## config.mk

```make
export PLATFORM = sky130hd
export DESIGN_NAME = hwd_watchdog_flags
export DESIGN_NICKNAME = d
export VERILOG_FILES = /design/src/hwd_pkg.sv /design/src/hwd_watchdog_flags.sv /design/src/hwd_timer.sv
export SDC_FILE = /design/constraint.sdc
export NUM_CORES = 1
export LEC_CHECK = 0
export BUFFER_PORTS_ARGS = -buffer_cell sky130_fd_sc_hd__buf_2
export CORE_MARGIN = 2
export CORE_UTILIZATION = 65
export DETAILED_ROUTE_END_ITERATION = 7
export PLACE_DENSITY = 0.91
export SLEW_MARGIN = 20
export SYNTH_ARGS = -nofsm -noshare
export SYNTH_HDL_FRONTEND = slang
export SYNTH_SLANG_ARGS = --single-unit
```

## constraint.sdc

```tcl
create_clock -name i_ref_clk -period 8.1 [get_ports i_ref_clk]
set_clock_uncertainty 0.1 [all_clocks]
set_input_delay 1.62 -clock i_ref_clk [delete_from_list [all_inputs] [get_ports i_ref_clk]]
set_output_delay 1.62 -clock i_ref_clk [all_outputs]
set_load 0.05 [all_outputs]
```

## src/hwd_pkg.sv

```systemverilog
// constants, field layout and enumerations of the host watchdog block
// assumes a 250 MHz core clock and an 8-bit internal register port
package hwd_pkg;

    // register offsets
    localparam logic [7:0] ADDR_EVT_FIRST  = 8'h03;
    localparam logic [7:0] ADDR_EVT_LAST   = 8'h07;
    localparam logic [7:0] ADDR_MASK_FIRST = 8'h08;
    localparam logic [7:0] ADDR_MASK_LAST  = 8'h0C;
    localparam logic [7:0] ADDR_BUTTON     = 8'h10;
    localparam logic [7:0] ADDR_PINCFG     = 8'h11;
    localparam logic [7:0] ADDR_WDCTL      = 8'h14;

    // event vector layout
    localparam int          EVT_REGS   = 5;
    localparam int          EVT_BITS   = EVT_REGS * 8;
    localparam logic [39:0] EVT_USED   = 40'h17_FFFF_FFFF;
    localparam int          EVT_WD_IDX = 36;

    // watchdog control fields
    localparam int WATCHDOG_MODE_ENABLE_LSB     = 0;
    localparam int WD_CLR_LSB    = 2;
    localparam int WD_PER_LSB    = 4;
    localparam int WD_ROUT_BIT   = 6;
    localparam int WD_RELOAD_BIT = 7;

    // pin configuration fields
    localparam int PIN_IRQ_MODE_BIT = 0;
    localparam int PIN_PWR_MODE_BIT = 4;

    // button register bits kept across a reload
    localparam logic [7:0] BTN_KEEP_MASK = 8'h0F;

    // factory default values
    localparam logic [7:0] MASK_RST   = 8'h00;
    localparam logic [7:0] BTN_RST    = 8'h00;
    localparam logic [7:0] PINCFG_RST = 8'h00;
    localparam logic [7:0] WDCTL_RST  = 8'h00;

    // feed source encodings
    localparam logic [1:0] FEED_I2C  = 2'h0;
    localparam logic [1:0] FEED_KICK = 2'h1;

    // operating modes reported by the power controller
    typedef enum logic [1:0] {
        HWD_MODE_CHARGE,
        HWD_MODE_ACTIVE_BAT,
        HWD_MODE_HIZ,
        HWD_MODE_SHIP
    } hwd_op_mode_t;

    // timing, in printed units, then in slow ticks
    localparam int  CLK_MHZ      = 250;
    localparam int  TICK_US      = 1;
    localparam int  TICK_CYCLES  = CLK_MHZ * TICK_US;
    localparam int  IRQ_PULSE_US = 128;
    localparam int  IRQ_TICKS    = IRQ_PULSE_US / TICK_US;
    localparam real PB_DELAY_MS  = 1.5;
    localparam int  PB_TICKS     = $rtoi(PB_DELAY_MS * 1000.0) / TICK_US;
    localparam int  OFF_MS       = 20;
    localparam int  OFF_TICKS    = OFF_MS * 1000 / TICK_US;
    localparam int  HRST_MS      = 400;
    localparam int  HRST_TICKS   = HRST_MS * 1000 / TICK_US;
    localparam int  WD_SHORT_S   = 25;
    localparam int  WD_LONG_S    = 50;
    localparam int  WD_SHORT_TICKS = WD_SHORT_S * 1000000 / TICK_US;
    localparam int  WD_LONG_TICKS  = WD_LONG_S * 1000000 / TICK_US;
    localparam int  TIMER_W      = 26;

endpackage

```

## src/hwd_watchdog_flags.sv

```systemverilog
// host watchdog, sticky event flags and the two open-drain status pins
// assumes the serial engine gives same-clock register strobes and a
// transaction-start pulse; pins and supply comparator are asynchronous
//
// How it works
// - watchdog runs only in modes picked by the two-bit enable field
// - each qualifying host activity restarts the count; host feeds in time
// - feed source field: serial only, kick pin only, either for 2 and 3
// - timeout with no feed sets event bit 4 of event register 7
// - timeout period field picks 25 s or 50 s
// - reload enable turns outputs off for about 20 ms right after a timeout
// - afterwards reload defaults, which switch the watchdog off; keep button low four bits
// - host reset enable pulses the host reset output on timeout
// - thirty-six event bits held in event registers 3 to 7
// - event bits latch high and stay until cleared
// - first read reports an event, second read clears it
// - pin mode bit 4 picks supply status or button copy
// - button copy follows the button about 1.5 ms later
// - supply mode pulls the power pin low only while supply valid
// - power pin is never driven high, only released
// - each event gives a 128 us pulse on the interrupt pin
// - pin mode bit 0 also shows charging on the interrupt pin
// - pulse low normally; low while charging, pulses then go high
// - mask bits stop pulses but not the event bits
// - one pulse per event until its bit is read-cleared
`timescale 1ns/1ps
module hwd_watchdog_flags #(
    parameter int TICK_CYC  = hwd_pkg::TICK_CYCLES,
    parameter int IRQ_TK    = hwd_pkg::IRQ_TICKS,
    parameter int PB_TK     = hwd_pkg::PB_TICKS,
    parameter int OFF_TK    = hwd_pkg::OFF_TICKS,
    parameter int HRST_TK   = hwd_pkg::HRST_TICKS,
    parameter int WD_SH_TK  = hwd_pkg::WD_SHORT_TICKS,
    parameter int WD_LG_TK  = hwd_pkg::WD_LONG_TICKS
) (
    // clock and reset
    input  wire logic                  i_ref_clk,
    input  wire logic                  i_rst_n,
    // register port
    input  wire logic                  i_reg_wr,
    input  wire logic                  i_reg_rd,
    input  wire logic [7:0]            i_reg_addr,
    input  wire logic [7:0]            i_reg_wdata,
    output logic      [7:0]            o_reg_rdata,
    // host activity
    input  wire logic                  i_i2c_start,
    input  wire logic                  i_host_kick_pin,
    // chip status
    input  wire hwd_pkg::hwd_op_mode_t i_op_mode,
    input  wire logic                  i_charging,
    input  wire logic [39:0]           i_events,
    input  wire logic                  i_input_supply_valid,
    input  wire logic                  i_pushbutton_input_n,
    // interrupt pin
    output logic                       o_irq_o,
    output logic                       o_irq_oe,
    // power fault pin
    output logic                       o_pwr_fault_o,
    output logic                       o_pwr_fault_oe,
    // host reset pin
    output logic                       o_host_reset_o,
    output logic                       o_host_reset_oe,
    // power control
    output logic                       o_outputs_off
);
    import hwd_pkg::*;

    function automatic logic wd_mode_on(input logic [1:0] en,
                                        input hwd_op_mode_t md);
        logic on;
        on = 1'b0;
        case (md)
            HWD_MODE_CHARGE:     on = (en != 2'h0);
            HWD_MODE_ACTIVE_BAT: on = (en >= 2'h2);
            HWD_MODE_HIZ:        on = (en == 2'h3);
            default:             on = 1'b0;
        endcase
        return on;
    endfunction

    function automatic logic [39:0] evt_sel(input logic [7:0] addr);
        logic [39:0] s;
        s = '0;
        for (int i = 0; i < EVT_REGS; i++) begin
            if (addr == ADDR_EVT_FIRST + 8'(i)) begin
                s[i*8 +: 8] = 8'hFF;
            end
        end
        return s;
    endfunction

    // registers
    logic [7:0]  mask_r [EVT_REGS];
    logic [7:0]  btn_r;
    logic [7:0]  pincfg_r;
    logic [7:0]  wdctl_r;
    logic [39:0] evt_r;
    logic [39:0] rep_r;
    logic [39:0] sig_r;
    logic [39:0] src_prev_r;

    // synchronisers: kick, supply, button
    logic [2:0]  sync1_r;
    logic [2:0]  sync2_r;
    logic        kick_prev_r;
    logic        pb_dly_r;

    // divider
    logic [15:0] tick_cnt_r;
    logic        tick_r;

    // timer handshakes
    logic        wd_busy;
    logic        wd_to;
    logic        irq_busy;
    logic        off_busy;
    logic        off_done;
    logic        hrst_busy;
    logic        pb_busy;
    logic        pb_done;

    logic        kick_s;
    logic        supply_s;
    logic        pb_s;
    logic        wd_on;
    logic        feed;
    logic        kick_edge;
    logic        irq_mode;
    logic        pwr_mode;
    logic        reload_en;
    logic        rout_en;
    logic [1:0]  feed_sel;
    logic [TIMER_W-1:0] wd_limit;
    logic [39:0] src_now;
    logic [39:0] rise;
    logic [39:0] rd_sel;
    logic [39:0] mask_all;
    logic [39:0] pending;
    logic        irq_start;
    logic [39:0] evt_nxt;
    logic [39:0] rep_nxt;
    logic [7:0]  rd_nxt;
    logic        irq_low_nxt;

    assign kick_s    = sync2_r[0];
    assign supply_s  = sync2_r[1];
    assign pb_s      = sync2_r[2];
    assign irq_mode  = pincfg_r[PIN_IRQ_MODE_BIT];
    assign pwr_mode  = pincfg_r[PIN_PWR_MODE_BIT];
    assign reload_en = wdctl_r[WD_RELOAD_BIT];
    assign rout_en   = wdctl_r[WD_ROUT_BIT];
    assign feed_sel  = wdctl_r[WD_CLR_LSB +: 2];

    // slow tick
    always_ff @(posedge i_ref_clk) begin
        if (!i_rst_n) begin
            tick_cnt_r <= '0;
            tick_r     <= 1'b0;
        end else if (tick_cnt_r == 16'(TICK_CYC - 1)) begin
            tick_cnt_r <= '0;
            tick_r     <= 1'b1;
        end else begin
            tick_cnt_r <= tick_cnt_r + 16'h0001;
            tick_r     <= 1'b0;
        end
    end

    // pin synchronisers
    always_ff @(posedge i_ref_clk) begin
        if (!i_rst_n) begin
            sync1_r     <= 3'h5;
            sync2_r     <= 3'h5;
            kick_prev_r <= 1'b1;
        end else begin
            sync1_r     <= {i_pushbutton_input_n, i_input_supply_valid,
                            i_host_kick_pin};
            sync2_r     <= sync1_r;
            kick_prev_r <= kick_s;
        end
    end

    // watchdog
    assign kick_edge = kick_s ^ kick_prev_r;
    assign wd_on     = wd_mode_on(wdctl_r[WATCHDOG_MODE_ENABLE_LSB +: 2], i_op_mode)
                       && !off_busy;
    always_comb begin
        case (feed_sel)
            FEED_I2C:  feed = i_i2c_start;
            FEED_KICK: feed = kick_edge;
            default:   feed = i_i2c_start || kick_edge;
        endcase
    end
    assign wd_limit = (wdctl_r[WD_PER_LSB +: 2] == 2'h0)
                      ? TIMER_W'(WD_SH_TK) : TIMER_W'(WD_LG_TK);

    hwd_timer #(.W(TIMER_W)) u_wd_timer (
        .i_ref_clk (i_ref_clk),
        .i_rst_n   (i_rst_n),
        .i_tick    (tick_r),
        .i_start   (wd_on && (feed || !wd_busy)),
        .i_stop    (!wd_on),
        .i_limit   (wd_limit),
        .o_busy    (wd_busy),
        .o_done    (wd_to)
    );

    // output power-down after a timeout
    hwd_timer #(.W(TIMER_W)) u_off_timer (
        .i_ref_clk (i_ref_clk),
        .i_rst_n   (i_rst_n),
        .i_tick    (tick_r),
        .i_start   (wd_to && reload_en),
        .i_stop    (1'b0),
        .i_limit   (TIMER_W'(OFF_TK)),
        .o_busy    (off_busy),
        .o_done    (off_done)
    );

    // host reset pulse after a timeout
    hwd_timer #(.W(TIMER_W)) u_hrst_timer (
        .i_ref_clk (i_ref_clk),
        .i_rst_n   (i_rst_n),
        .i_tick    (tick_r),
        .i_start   (wd_to && rout_en),
        .i_stop    (1'b0),
        .i_limit   (TIMER_W'(HRST_TK)),
        .o_busy    (hrst_busy),
        .o_done    ()
    );

    // button copy delay
    hwd_timer #(.W(TIMER_W)) u_pb_timer (
        .i_ref_clk (i_ref_clk),
        .i_rst_n   (i_rst_n),
        .i_tick    (tick_r),
        .i_start   ((pb_s != pb_dly_r) && !pb_busy),
        .i_stop    (pb_s == pb_dly_r),
        .i_limit   (TIMER_W'(PB_TK)),
        .o_busy    (pb_busy),
        .o_done    (pb_done)
    );

    always_ff @(posedge i_ref_clk) begin
        if (!i_rst_n) begin
            pb_dly_r <= 1'b1;
        end else if (pb_done) begin
            pb_dly_r <= pb_s;
        end
    end

    // event flags
    always_comb begin
        src_now = i_events & EVT_USED;
        src_now[EVT_WD_IDX] = wd_to;
        rise     = src_now & ~src_prev_r;
        rd_sel   = i_reg_rd ? evt_sel(i_reg_addr) : '0;
        evt_nxt  = (evt_r & ~(rd_sel & rep_r)) | rise;
        rep_nxt  = (rep_r ^ (rd_sel & evt_r)) & ~rise & evt_nxt;
        for (int i = 0; i < EVT_REGS; i++) begin
            mask_all[i*8 +: 8] = mask_r[i];
        end
        pending   = evt_r & ~sig_r & ~mask_all;
        irq_start = (pending != '0) && !irq_busy;
    end

    always_ff @(posedge i_ref_clk) begin
        if (!i_rst_n) begin
            evt_r      <= '0;
            rep_r      <= '0;
            sig_r      <= '0;
            src_prev_r <= '0;
        end else begin
            evt_r      <= evt_nxt;
            rep_r      <= rep_nxt;
            sig_r      <= (sig_r | (irq_start ? pending : '0))
                          & evt_nxt;
            src_prev_r <= src_now;
        end
    end

    hwd_timer #(.W(TIMER_W)) u_irq_timer (
        .i_ref_clk (i_ref_clk),
        .i_rst_n   (i_rst_n),
        .i_tick    (tick_r),
        .i_start   (irq_start),
        .i_stop    (1'b0),
        .i_limit   (TIMER_W'(IRQ_TK)),
        .o_busy    (irq_busy),
        .o_done    ()
    );

    // register writes and factory reload
    always_ff @(posedge i_ref_clk) begin
        if (!i_rst_n) begin
            for (int i = 0; i < EVT_REGS; i++) begin
                mask_r[i] <= MASK_RST;
            end
            btn_r    <= BTN_RST;
            pincfg_r <= PINCFG_RST;
            wdctl_r  <= WDCTL_RST;
        end else if (off_done) begin
            for (int i = 0; i < EVT_REGS; i++) begin
                mask_r[i] <= MASK_RST;
            end
            btn_r    <= (BTN_RST & ~BTN_KEEP_MASK)
                        | (btn_r & BTN_KEEP_MASK);
            pincfg_r <= PINCFG_RST;
            wdctl_r  <= WDCTL_RST;
        end else if (i_reg_wr) begin
            for (int i = 0; i < EVT_REGS; i++) begin
                if (i_reg_addr == ADDR_MASK_FIRST + 8'(i)) begin
                    mask_r[i] <= i_reg_wdata;
                end
            end
            if (i_reg_addr == ADDR_BUTTON) begin
                btn_r <= i_reg_wdata;
            end
            if (i_reg_addr == ADDR_PINCFG) begin
                pincfg_r <= i_reg_wdata;
            end
            if (i_reg_addr == ADDR_WDCTL) begin
                wdctl_r <= i_reg_wdata;
            end
        end
    end

    // read data
    always_comb begin
        rd_nxt = 8'h00;
        for (int i = 0; i < EVT_REGS; i++) begin
            if (i_reg_addr == ADDR_EVT_FIRST + 8'(i)) begin
                rd_nxt = evt_r[i*8 +: 8];
            end
            if (i_reg_addr == ADDR_MASK_FIRST + 8'(i)) begin
                rd_nxt = mask_r[i];
            end
        end
        if (i_reg_addr == ADDR_BUTTON) begin
            rd_nxt = btn_r;
        end
        if (i_reg_addr == ADDR_PINCFG) begin
            rd_nxt = pincfg_r;
        end
        if (i_reg_addr == ADDR_WDCTL) begin
            rd_nxt = wdctl_r;
        end
    end

    always_ff @(posedge i_ref_clk) begin
        if (!i_rst_n) begin
            o_reg_rdata <= 8'h00;
        end else if (i_reg_rd) begin
            o_reg_rdata <= rd_nxt;
        end
    end

    // pins
    assign irq_low_nxt = (irq_mode && i_charging) ? !irq_busy
                                                   : irq_busy;

    always_ff @(posedge i_ref_clk) begin
        if (!i_rst_n) begin
            o_irq_o         <= 1'b0;
            o_irq_oe        <= 1'b0;
            o_pwr_fault_o   <= 1'b0;
            o_pwr_fault_oe  <= 1'b0;
            o_host_reset_o  <= 1'b0;
            o_host_reset_oe <= 1'b0;
            o_outputs_off   <= 1'b0;
        end else begin
            o_irq_o         <= 1'b0;
            o_irq_oe        <= irq_low_nxt;
            o_pwr_fault_o   <= 1'b0;
            o_pwr_fault_oe  <= pwr_mode ? !pb_dly_r : supply_s;
            o_host_reset_o  <= 1'b0;
            o_host_reset_oe <= hrst_busy;
            o_outputs_off   <= off_busy;
        end
    end
endmodule

```

## src/hwd_timer.sv

```systemverilog
// one-shot tick counter: runs for i_limit + 1 ticks after a start
// assumes i_tick is a one-cycle enable from the block's divider
`timescale 1ns/1ps
module hwd_timer #(
    parameter int W = 26
) (
    // clock and reset
    input  wire logic         i_ref_clk,
    input  wire logic         i_rst_n,
    // control
    input  wire logic         i_tick,
    input  wire logic         i_start,
    input  wire logic         i_stop,
    input  wire logic [W-1:0] i_limit,
    // status
    output logic              o_busy,
    output logic              o_done
);
    logic [W-1:0] cnt_r;

    always_ff @(posedge i_ref_clk) begin
        if (!i_rst_n) begin
            cnt_r  <= '0;
            o_busy <= 1'b0;
            o_done <= 1'b0;
        end else begin
            o_done <= 1'b0;
            if (i_start) begin
                cnt_r  <= '0;
                o_busy <= 1'b1;
            end else if (i_stop) begin
                o_busy <= 1'b0;
            end else if (o_busy && i_tick) begin
                if (cnt_r >= i_limit) begin
                    o_busy <= 1'b0;
                    o_done <= 1'b1;
                end else begin
                    cnt_r <= cnt_r + W'(1);
                end
            end
        end
    end
endmodule

```

# Word-level counts from Yosys, hierarchy flattened
# Memory sizes are Yosys's and may differ from the RTL's.
# Index checks and enable logic that the tools add are counted.
dict set report word_totals {
  n_memories 1
  inputBits 67
  register_bits 359
  out_inout_bits 15
  wordCells 249
  ram_bits 40
}
# memory words word_bits read_ports rd_ports_with_merged_regs wr line
set mem_list {}
lappend mem_list {mask_r 5 8 5 0 5 hwd_watchdog_flags.sv:93} ;# logic [7:0] mask_r [EVT_REGS];
dict set report classes {
  n_bitwise 40
  n_eq_ne 22
  n_reduce_logical 56
  order_cmp 6
  n_mux 85
  add_sub_neg 6
}
# operator count
set ops {}
lappend ops {{$and 40x40->40} 8}
lappend ops {{$mux 8} 28}
lappend ops {{$not 40->40} 5}
lappend ops {{$add 26x1->26 const B} 5}
lappend ops {{$mux 40} 2}
lappend ops {{$or 40x40->40} 2}
lappend ops {{$mux 1} 52}
lappend ops {{$and 37x40->40} 1}
lappend ops {{$eq 8x4->1 const B} 5}
lappend ops {{$reduce_bool 40->1} 1}
lappend ops {{$xor 40x40->40} 1}
lappend ops {{$eq 8x3->1 const B} 4}
lappend ops {{$ge 26x11->1 const B} 1}
lappend ops {{$ge 26x15->1 const B} 1}
lappend ops {{$ge 26x19->1 const B} 1}
lappend ops {{$ge 26x26->1} 1}
lappend ops {{$ge 26x8->1 const B} 1}
lappend ops {{$mux 26} 1}
lappend ops {{$eq 8x5->1 const B} 3}
lappend ops {{$reduce_and 2->1} 11}
lappend ops {{$add 16x1->16 const B} 1}
lappend ops {{$eq 16x8->1 const B} 1}
lappend ops {{$reduce_bool 2->1} 7}
lappend ops {{$reduce_or 2->1} 7}
lappend ops {{other kinds (20)} 65}

# Longest topological paths before layout
# Gate-level depths: netlist of run 1.
dict set report logic_depth {
  ltp_word 14
  depth_mapped 11
}

# Cells and area by module
# A second synthesis of run 1 with hierarchy kept.
dict set report hier_totals {
  hier_cells 2410
  hier_area_um2 20907.6
}
# mod area_per_inst_um2 n_inst cells_each
set modules_own_cells {}
lappend modules_own_cells {hwd_watchdog_flags 11060.6 1 1200}
lappend modules_own_cells {hwd_timer 1969.4 5 242}

# Least setup slack after synthesis of run 1
# No wires, ideal clock.
dict set report synth_path {
  path_kind {input port to flip-flop}
  from {in i_reg_addr[7]}
  to {mem mask_r[4][0], in the netlist mask_r[0][32], enable pin}
  slack_ps 4236
  setup_ps 384
  arrival_ps 3380
  cell_stages 4
  path_cell_list {or4_1 clkbuf_1 or3_1 o21ai_0}
}
# item line
set synth_lines {}
lappend synth_lines {{from (decl)} hwd_watchdog_flags.sv:42} ;# input wire logic [7:0] i_reg_addr,
lappend synth_lines {{to (decl)} hwd_watchdog_flags.sv:93}

# Worst setup path in the final report of run 1
dict set report layout_path {
  from {in i_reg_addr[0]}
  to {reg btn_r[3]}
}
dict set report layout_via {
  elab_chain_cells 2
}
# item line
set layout_lines {}
lappend layout_lines {{$eq 8x5->1} hwd_watchdog_flags.sv:315} ;# if (i_reg_addr == ADDR_BUTTON) begin
lappend layout_lines {{$reduce_and 3->1 (no line)} --}
lappend layout_lines {{to (signal assigned)} hwd_watchdog_flags.sv:305} ;# btn_r <= (BTN_RST & ~BTN_KEEP_MASK)
lappend layout_lines {{to (signal assigned)} hwd_watchdog_flags.sv:316} ;# btn_r <= i_reg_wdata;
lappend layout_lines {{to (decl)} hwd_watchdog_flags.sv:94} ;# logic [7:0] btn_r;
# No other way between the ends.
# A chain may end at the register's enable or synchronous reset.

==> results of run 1 <==
path summary, 6_finish.rpt:
| kind | startpoint | to | cells after the start |
|---|---|---|---|
| setup reg to reg | wdctl_r[4]$_SDFFE_PP0P_ | u_wd_timer.cnt_r[13]$_SDFFE_PP0P_ | 9 |
| setup / recovery | i_reg_addr[0] | btn_r[3]$_SDFFE_PN0P_ | 7 |
| hold / removal | sync1_r[0]$_SDFF_PN1_ | sync2_r[0]$_SDFF_PN1_ | 1 |
| hold reg to reg | sync1_r[0]$_SDFF_PN1_ | sync2_r[0]$_SDFF_PN1_ | 1 |
final cells by class:
class                   instances  area, µm²  share of cell area
diodes                          5       12.5            0.000675
flip-flops and latches        395       8310               0.448
multi-input cells            1318       7890               0.426
repair buffers                 87        477              0.0257
well taps                     330        413              0.0223
inverters                      26       97.6             0.00527
clock buffers                  55       1160              0.0626
clock inverters                14        176             0.00952
logic make-up after synthesis:
logic type	count (synthesis)
flops	395
buf+inv	117
other cells	1
simple gates	867
compound gates	318
xor+xnor	90
mux	17
fa+ha+maj	23
power by group:
group | switching, mW | internal (mW)
Combinational | 0.148 | 0.0773
Clock | 0.759 | 1.13
Sequential | 0.0391 | 2.02
per-stage QoR:
stage                     worst slack, ns  hold WS (ns)  cells
after floorplan                      4.24         0.286   1830
after global placement               3.68         0.288   2155
after detailed placement             3.66         0.296   2155
after CTS                            4.20         0.313   2224
after global routing                 3.97         0.329   2229
final                                4.13         0.307   2230
state kept, by name, summed over array words and instances (netlist names), 3 cells and up:
name,flops
u_irq_timer.cnt_r,26
u_pb_timer.cnt_r,26
sync2_r,3
o_reg_rdata,8
rep_r,40
u_wd_timer.cnt_r,26
sig_r,40
mask_r,40
u_off_timer.cnt_r,26
pincfg_r,8
u_hrst_timer.cnt_r,26
btn_r,8
wdctl_r,8
evt_r,40
sync1_r,3
src_prev_r,36
tick_cnt_r,16
metal layers:
| metal | routed length [µm] | vias to the layer above | global-route usage |
|---|---|---|---|
| met1 | 16900 | 6671 | 0.380 |
| met3 | 3270 | 148 | 0.0629 |
| met2 | 20700 | 574 | 0.536 |
| li1 | - | 6596 | - |
| met5 | 14 | - | 0.0152 |
| met4 | 2140 | 4 | 0.159 |
synthesized netlist by cell type (3+ instances only):
| library cell | n |
|---|---|
| nor2_1 | 150 |
| or4_1 | 23 |
| a21oi_1 | 145 |
| a32oi_1 | 6 |
| nand4b_1 | 3 |
| a31o_2 | 11 |
| nor2b_1 | 46 |
| nor3b_1 | 75 |
| o21ai_0 | 39 |
| and2_1 | 65 |
| dfxtp_1 | 355 |
| a31oi_1 | 17 |
| buf_4 | 3 |
| xnor2_1 | 62 |
| nand3_1 | 54 |
| nand4_1 | 25 |
| o22ai_1 | 18 |
| nor4_1 | 31 |
| o21a_1 | 10 |
| buf_2 | 8 |
| nor3_1 | 100 |
| or2_2 | 9 |
| nand2b_1 | 16 |
| xor2_1 | 28 |
| edfxtp_1 | 40 |
| ha_1 | 22 |
| a221oi_1 | 5 |
| mux2i_1 | 16 |
| inv_1 | 25 |
| o31ai_1 | 12 |
| and3_1 | 60 |
| nand2_1 | 172 |
| o21ai_1 | 6 |
| buf_8 | 3 |
| and4_1 | 11 |
| clkbuf_1 | 74 |
| or3_1 | 15 |
| nand3b_1 | 3 |
| o211ai_1 | 6 |
| a22o_1 | 11 |
| o221ai_1 | 4 |
| o32ai_1 | 3 |
==> key figures, run 1 <==
Clocking
  • Root buf cell: clkbuf_16
  • CTS tree: built
  • CTS H-Tree Depth: 2
  • CTS Hold Bufs: 0
  • Clk buf depth: 3
  • Post_cts resized: 0
  • Clk Latency, worst-skew pair: 0.53 ns
  • Setup Fix Bufs, Post-CTS: 0
  • CTS buffer count: 39
  • CTS Sinks: 395
  • Clock-pin slew on the worst setup and hold paths: 0.06 ns

Finish
  • Commonest non-fill, non-tap cells in the layout: 355 x dfxtp_1, 172 x nand2_1, 150 x nor2_1, 145 x a21oi_1, 99 x nor3_1
  • Layout fillers: 1715
  • Final Util: 0.736
  • Commonest non-fill, non-tap cell in the layout: dfxtp_1
  • Area of all placed cells without fillers: 18500 µm²
  • Nets: 1956
  • Layout cells sized above 1: 0.0950
  • Area grow syn2layout: 11.3%

Setup path
  • CP peak stage delay: 0.67 ns
  • WP buf/inv: 1
  • Reg-to-reg setup timing slack: 4.37 ns
  • Worst Path Max Fanout: 44
  • Worst path arrival time: 4.31 ns
  • Worst path most repeated cell: nor2_1
  • Kind of cell adding the most delay to the critical path: simple AND/OR/NAND/NOR gates
  • Worst endpoint required time: 8.44 ns
  • Setup crit start kind: primary input
  • CP cell instances: buf_2, nor2_1, nand4_1, or2_2, nor2_1, nand2_1, a21oi_1
  • Setup CP Type: primary input to flip-flop
  • Critical Path Slowest Stage Cell: nor2_1
  • CP endpoint kind: flip-flop

Placement
  • Cell Area, Placed: 17200 µm²
  • DP HPWL: 28.5 mm
  • Final GP Congestion: 0.950
  • Port Buf Inserts: 73

Pwr
  • Leakage power: 6.71 nW
  • Cell area power density: 225 nW/µm²
  • VDD IR max: 192 µV
  • Tot Pwr: 4.17 mW

Synth
  • EDFF count, synth: 40
  • Adder-cell share of the synthesized area: 0.0171
  • Synth area leader: dfxtp_1
  • Cell count after synthesis: 1828
  • Synth Flop Type: dfxtp_1
  • Ys async rst share: 0
  • Sequential area share after synthesis: 0.499
  • Avg Inst Size Synth: 9.11 µm²
  • Register bit total from synthesis: 395
  • XOR/XNOR Fraction of Synth Area: 0.0473
  • Post-synth cell types: 73
  • Post-Syn Area: 16700 µm²
  • Largest family of logic cells by synthesized area: simple AND/OR/NAND/NOR gates
  • Mux share of post-synthesis cell area: 0.0103
  • Ys Warns: 0
  • Post-Synth Simple-Gate Area: 0.277
  • Complex-gate fraction of the synthesized area: 0.119
  • Synth top area cells: dfxtp_1 43%, edfxtp_1 7.2%, a21oi_1 4.4%
  • Share of the synthesized area in the top cell type: 0.427

STA
  • Final Critical Period: 3.97 ns
  • Crit share post-route: 0.491
  • Least-Margin Pin Slew: 1.11 ns
  • RSZ-0062 raised after global routing: false
  • Max Transition Viols Final: 0
  • Final hold vios: 0
  • Fmax: 0.252 GHz
  • Setup TNS: 0 ns
  • Endpoints failing setup: 0
  • Max-Slew Margin vs Limit: 0.255

Route
  • Avg WL per Cell: 19.3 µm
  • Drt drc: 0
  • DR vias: 14000
  • Final Routed Wirelength: 43.0 mm
  • Via density: 6.27
  • Starting DRC count in detailed routing: 1194
  • Drt pass-1 iters: 6
  • Post-DRT Antenna Nets: 0

Floorplanning
  • Die footprint: 26900 µm²
  • Die width: 164 µm
  • Die height: 164 µm
  • Row cnt: 58
  • Ports: 82
  • Core area: 25200 µm²
  • Starting Density: 0.661

GRT
  • Grt ovf: 0
  • Gr usage total: 0.316
  • Vias in the first global route: 13300
  • Antenna violations before repair: 6
  • Largest net degree at the start of global routing: 93
  • First-pass GRT wire length: 67.5 mm

Job
  • Max cap viols: 0

Outcome
  • Status: complete, no violations

Min path
  • Hold WC Path Type: flip-flop to flip-flop
Power figures use the tool's default switching activity.
==> run 2, diff against run 1 <==
Settings changed: CORE_UTILIZATION 65 to 61, PLACE_DENSITY 0.91 to 0.86.
Clock period 8.1 ns to 4.02 ns, I/O delays scaled along.
==> run 2 against run 1 <==
Routed wire length shrank 2.9%. Hold slack better by 0.0028 ns. Cell count up 1.5%. Critical path depth stayed put. Core utilization down 4.1 points. Clock-buffer cell count shrank 3. Non-clock buffer count increased by 16. Critical endpoint is now sig_r[34]$_SDFF_PN0_. Highest routed layer unchanged.
==> key figures, run 2 (synthesis results as in run 1) <==
Outcome
  • Status: complete, no violations

Floorplanning
  • Row cnt: 60
  • Die height: 169 µm
  • Core area: 26900 µm²
  • Starting Density: 0.620
  • Die footprint: 28600 µm²
  • Ports: 82
  • Die width: 169 µm

Min path
  • Endpoint, Worst Hold: sync2_r[0]$_SDFF_PN1_
  • Hold Crit Start: sync1_r[0]$_SDFF_PN1_
  • Hold WC Path Type: flip-flop to flip-flop
  • Hold Path Stages: 1

GRT
  • First-pass GRT wire length: 66.7 mm
  • Grt ovf: 0
  • Antenna violations before repair: 9
  • Vias in the first global route: 13300
  • Largest net degree at the start of global routing: 101
  • Gr usage total: 0.286

STA
  • Final Critical Period: 3.17 ns
  • Setup WS post-layout: 0.847 ns
  • Max-Slew Margin vs Limit: 0.313
  • RSZ-0062 raised after global routing: false
  • Max Transition Viols Final: 0
  • Setup TNS: 0 ns
  • Crit share post-route: 0.789
  • Endpoints failing setup: 0
  • Fmax: 0.315 GHz
  • Final hold vios: 0
  • Least-Margin Pin Slew: 1.02 ns
  • Worst Hold Slack: 0.310 ns

Clocking
  • Root buf cell: clkbuf_16
  • CTS tree: built
  • Clk buf depth: 3
  • CTS Sinks: 395
  • Post_cts resized: 0
  • Setup Fix Bufs, Post-CTS: 0
  • CTS buffer count: 40
  • CTS Hold Bufs: 0
  • Clk Latency, worst-skew pair: 0.54 ns
  • CTS H-Tree Depth: 2
  • Clock-pin slew on the worst setup and hold paths: 0.06 ns

Finish
  • Reg area: 8310 µm²
  • Commonest non-fill, non-tap cell in the layout: dfxtp_1
  • Area grow syn2layout: 12.2%
  • Layout cells sized above 1: 0.108
  • Commonest non-fill, non-tap cells in the layout: 355 x dfxtp_1, 172 x nand2_1, 150 x nor2_1, 145 x a21oi_1, 99 x nor3_1
  • Final Util: 0.695
  • Multi-input gate area: 7890 µm²
  • Nets: 1973
  • Finished Layout Cells: 2264
  • Layout fillers: 2012
  • Area of all placed cells without fillers: 18700 µm²

Placement
  • Port Buf Inserts: 73
  • Cell Area, Placed: 17300 µm²
  • Setup WS pre-CTS: 0.688 ns
  • Placed Cells: 2183
  • Final GP Congestion: 0.980
  • DP HPWL: 28.6 mm

Setup path
  • Reg-to-reg setup timing slack: 0.85 ns
  • Worst Reg-to-Reg Cells: 7
  • Worst Path Max Fanout: 26
  • Setup CP Type: flip-flop to flip-flop
  • Worst r2r src: evt_r[30]$_SDFF_PN0_
  • Worst endpoint required time: 4.31 ns
  • CP endpoint kind: flip-flop
  • Setup crit start kind: flip-flop
  • Worst path arrival time: 3.47 ns
  • Reg2reg end: sig_r[34]$_SDFF_PN0_

Pwr
  • Leakage power: 6.81 nW
  • Cell area power density: 449 nW/µm²
  • Tot Pwr: 8.40 mW
  • VDD IR max: 345 µV

Route
  • Post-DRT Antenna Nets: 0
  • Starting DRC count in detailed routing: 1308
  • DR vias: 14000
  • Avg WL per Cell: 18.4 µm
  • Via density: 6.16
  • Final Routed Wirelength: 41.8 mm
  • Drt pass-1 iters: 5
  • Drt drc: 0

Job
  • Max cap viols: 0
-- run 2: how the worst max path moves through the flow --
stage	cells past startpoint	to	slack, ns	start
finish	7	sig_r[34]$_SDFF_PN0_	0.85	evt_r[30]$_SDFF_PN0_
global route	7	sig_r[23]$_SDFF_PN0_	0.81	evt_r[30]$_SDFF_PN0_
CTS	7	sig_r[9]$_SDFF_PN0_	0.90	evt_r[30]$_SDFF_PN0_
detailed placement	7	sig_r[6]$_SDFF_PN0_	0.69	i_reg_addr[7]
global placement	7	sig_r[1]$_SDFF_PN0_	0.77	i_reg_addr[7]
floorplan	4	mask_r[0][32]$_DFFE_PP_	0.97	i_reg_addr[7]
-- run 2: layout make-up --
| class | instances | area share |
|---|---|---|
| flip-flops and latches | 395 | 0.444 |
| clock buffers | 52 | 0.0608 |
| clock inverters | 22 | 0.0118 |
| multi-input cells | 1318 | 0.422 |
| inverters | 26 | 0.00522 |
| well taps | 341 | 0.0228 |
| repair buffers | 103 | 0.0317 |
| diodes | 7 | 0.000937 |
-- run 2: layer usage --
| layer | track usage | wire length (µm) | part of all wire |
|---|---|---|---|
| met1 | 0.361 | 17200 | 0.41 |
| met2 | 0.477 | 19700 | 0.47 |
| met3 | 0.0595 | 3150 | 0.076 |
| met4 | 0.124 | 1720 | 0.041 |
| met5 | 0 | 21 | 0.00050 |
-- run 2: worst max-delay path, stage by stage, from the launching register on --
cell     delay, ns
dfxtp_1       0.36
nor3b_1       0.20
or4_1         0.55
or3_4         0.42
or4_1         0.78
buf_4         0.34
a21oi_1       0.20
nor3_1        0.06
-- run 2: power by group --
part | internal, mW | switching, mW
registers | 4.06 | 0.0782
clock network | 2.21 | 1.59
logic | 0.159 | 0.293
==> run 3, diff against run 2 <==
Settings changed: ABC_AREA from default to 1, CORE_UTILIZATION 61 to 55, PLACE_DENSITY 0.86 to 0.82.
Clock period 4.02 ns to 2.65 ns, I/O delays scaled along.
==> run 3 against run 2 <==
The run now ends with design-rule violations left. Die area rose by 14%. Synthesized cell count rose by 23%. Flip-flop and latch count did not move. Via count rose by 4.8%. Synthesized area rose by 3.0%. Non-clock buffer count rose by 11. Routed wire length fell by 5.4%. Highest routed layer unchanged. Combinational power rose by 33%. Clock power rose by 61%. Global-route usage fell by 4.6 points. Worst setup slack got worse by 0.65 ns.
==> key figures, run 3 <==
Finish
  • Commonest non-fill, non-tap cell in the layout: nand2_1
  • Area grow syn2layout: 13.8%
  • Commonest non-fill, non-tap cells in the layout: 432 x nand2_1, 404 x inv_1, 355 x dfxtp_1, 242 x nor2_1, 140 x nand3_1
  • Final Util: 0.637
  • # diodes: 0
  • Layout fillers: 2555
  • Nets: 2438
  • Reg area: 8310 µm²
  • Finished Layout Cells: 2777
  • Multi-input gate area: 7020 µm²
  • Layout cells sized above 1: 0.100

GRT
  • Antenna violations before repair: 3
  • Vias in the first global route: 13900
  • Grt ovf: 0
  • Largest net degree at the start of global routing: 133
  • First-pass GRT wire length: 65.6 mm
  • Gr usage total: 0.240

Floorplanning
  • Starting Density: 0.559
  • Die height: 181 µm
  • Die width: 181 µm
  • Row cnt: 64
  • Core area: 30700 µm²
  • Ports: 82
  • Die footprint: 32600 µm²

Placement
  • Placed Cells: 2702
  • Final GP Congestion: 0.942
  • Port Buf Inserts: 73
  • DP HPWL: 27.9 mm

Clocking
  • Clk Latency, worst-skew pair: 0.53 ns
  • Clock-pin slew on the worst setup and hold paths: 0.06 ns
  • CTS buffer count: 41
  • Setup Fix Bufs, Post-CTS: 0
  • Root buf cell: clkbuf_16
  • CTS Sinks: 395
  • CTS H-Tree Depth: 2
  • CTS tree: built
  • Clk buf depth: 3

STA
  • Final Critical Period: 2.45 ns
  • RSZ-0062 raised after global routing: false
  • Crit share post-route: 0.924
  • Fmax: 0.408 GHz
  • Endpoints failing setup: 0
  • Least-Margin Pin Slew: 0.665 ns
  • Max Transition Viols Final: 0
  • Setup TNS: 0 ns
  • Final hold vios: 0
  • Max-Slew Margin vs Limit: 0.552

Setup path
  • Setup CP Type: flip-flop to flip-flop
  • Worst path arrival time: 2.80 ns
  • Worst endpoint required time: 3.00 ns
  • Worst r2r src: wdctl_r[4]$_SDFFE_PP0P_
  • Critical Path Source: wdctl_r[4]$_SDFFE_PP0P_
  • CP endpoint kind: flip-flop
  • Setup crit start kind: flip-flop
  • Worst Path Max Fanout: 15

Synth
  • Post-Syn Area: 17200 µm²
  • Synth top area cells: dfxtp_1 41%, nand2_1 9.5%, inv_1 8.8%
  • Ys async rst share: 0
  • Ys Warns: 0
  • Cell count after synthesis: 2253
  • Register bit total from synthesis: 395
  • Synth Flop Type: dfxtp_1
  • Avg Inst Size Synth: 7.62 µm²
  • Commonest cells post-synth: 432 x nand2_1, 404 x inv_1, 355 x dfxtp_1
  • Share of the synthesized area in the top cell type: 0.414
  • Post-synth cell types: 48
  • Count leader, synth: nand2_1
  • Synth area leader: dfxtp_1
  • EDFF count, synth: 40
  • Sequential area share after synthesis: 0.484

Pwr
  • Cell area power density: 666 nW/µm²
  • Leakage power: 7.97 nW
  • VDD IR max: 503 µV

Route
  • Via density: 5.27
  • Drt drc: 7
  • Drt pass-1 iters: 8
  • Final Routed Wirelength: 39.5 mm
  • Post-DRT Antenna Nets: 0
  • DR vias: 14600
  • Starting DRC count in detailed routing: 1326
  • Avg WL per Cell: 14.2 µm

Outcome
  • Status: finished, violations left
  • Violated checks: design-rule violations

Min path
  • Hold Crit Start: i_events[31]
  • Hold WC Path Type: primary input to flip-flop

Job
  • Max cap viols: 0
run 3: worst max-delay path, stage by stage (launching register included):
cell,delay (ns)
dfxtp_1,0.33
nor2_2,0.16
inv_1,0.12
ha_1,0.31
nand2_2,0.08
inv_1,0.07
nand3_1,0.09
or2_2,0.31
nand4_1,0.16
nor2_4,0.07
nand2_8,0.13
buf_4,0.22
nand2_1,0.07
a21oi_1,0.15
run 3: cell families (layout without fill, tap and decap cells):
logic type,Yosys count,count (layout),synth area share
compound gates,291,291,0.101
xor+xnor,46,46,0.0235
flops,395,395,0.484
buf+inv,475,601,0.107
fa+ha+maj,22,22,0.0160
simple gates,1023,1023,0.267
other cells,1,3,0.000219
run 3: per-stage QoR:
stage | setup slack, ns | hold WS (ns) | area (µm²) | total power [mW]
final | 0.201 | 0.0891 | 19500 | 13.0
after global routing | 0.000632 | 0.0810 | 19500 | 13.4
after CTS | 0.0704 | 0.0767 | 19500 | 13.1
after detailed placement | 0.103 | 0.302 | 18100 | 7.00
after global placement | 0.210 | 0.294 | 18100 | 6.98
after floorplan | 0.223 | 0.290 | 17200 | 6.77
run 3: timing repair:
action	4_1_cts	5_1_grt
hold buffers	0	0
gates resized for setup	0	3
endpoints found under the setup margin	0	25
hold endpoints to repair	0	0
run 3: cell type report:
class | instances | area share
Inverter | 412 | 0.0792
Timing Repair Buffer | 114 | 0.0354
Clock buffer | 56 | 0.0617
Tap cell | 396 | 0.0254
Clock inverter | 19 | 0.0133
Multi-Input combinational cell | 1385 | 0.360
Sequential cell | 395 | 0.425
run 3: worst paths after layout:
check,to,slack [ns],cells past startpoint
setup / recovery,u_wd_timer.cnt_r[18]$_SDFFE_PP0P_,0.20,13
hold / removal,src_prev_r[31]$_SDFF_PN0_,0.09,3
setup reg to reg,u_wd_timer.cnt_r[18]$_SDFFE_PP0P_,0.20,13
hold reg to reg,sync2_r[1]$_SDFF_PN0_,0.31,2
run 3: power by group:
group | internal [mW] | switching (mW)
clock | 3.77 | 2.35
combinational | 0.196 | 0.406
sequential | 6.18 | 0.0967
run 3: per-layer routing:
metal,wire length (µm),global-route usage
met1,17200,0.315
met4,1190,0.0865
met5,40,0
met2,18400,0.399
met3,2700,0.0418
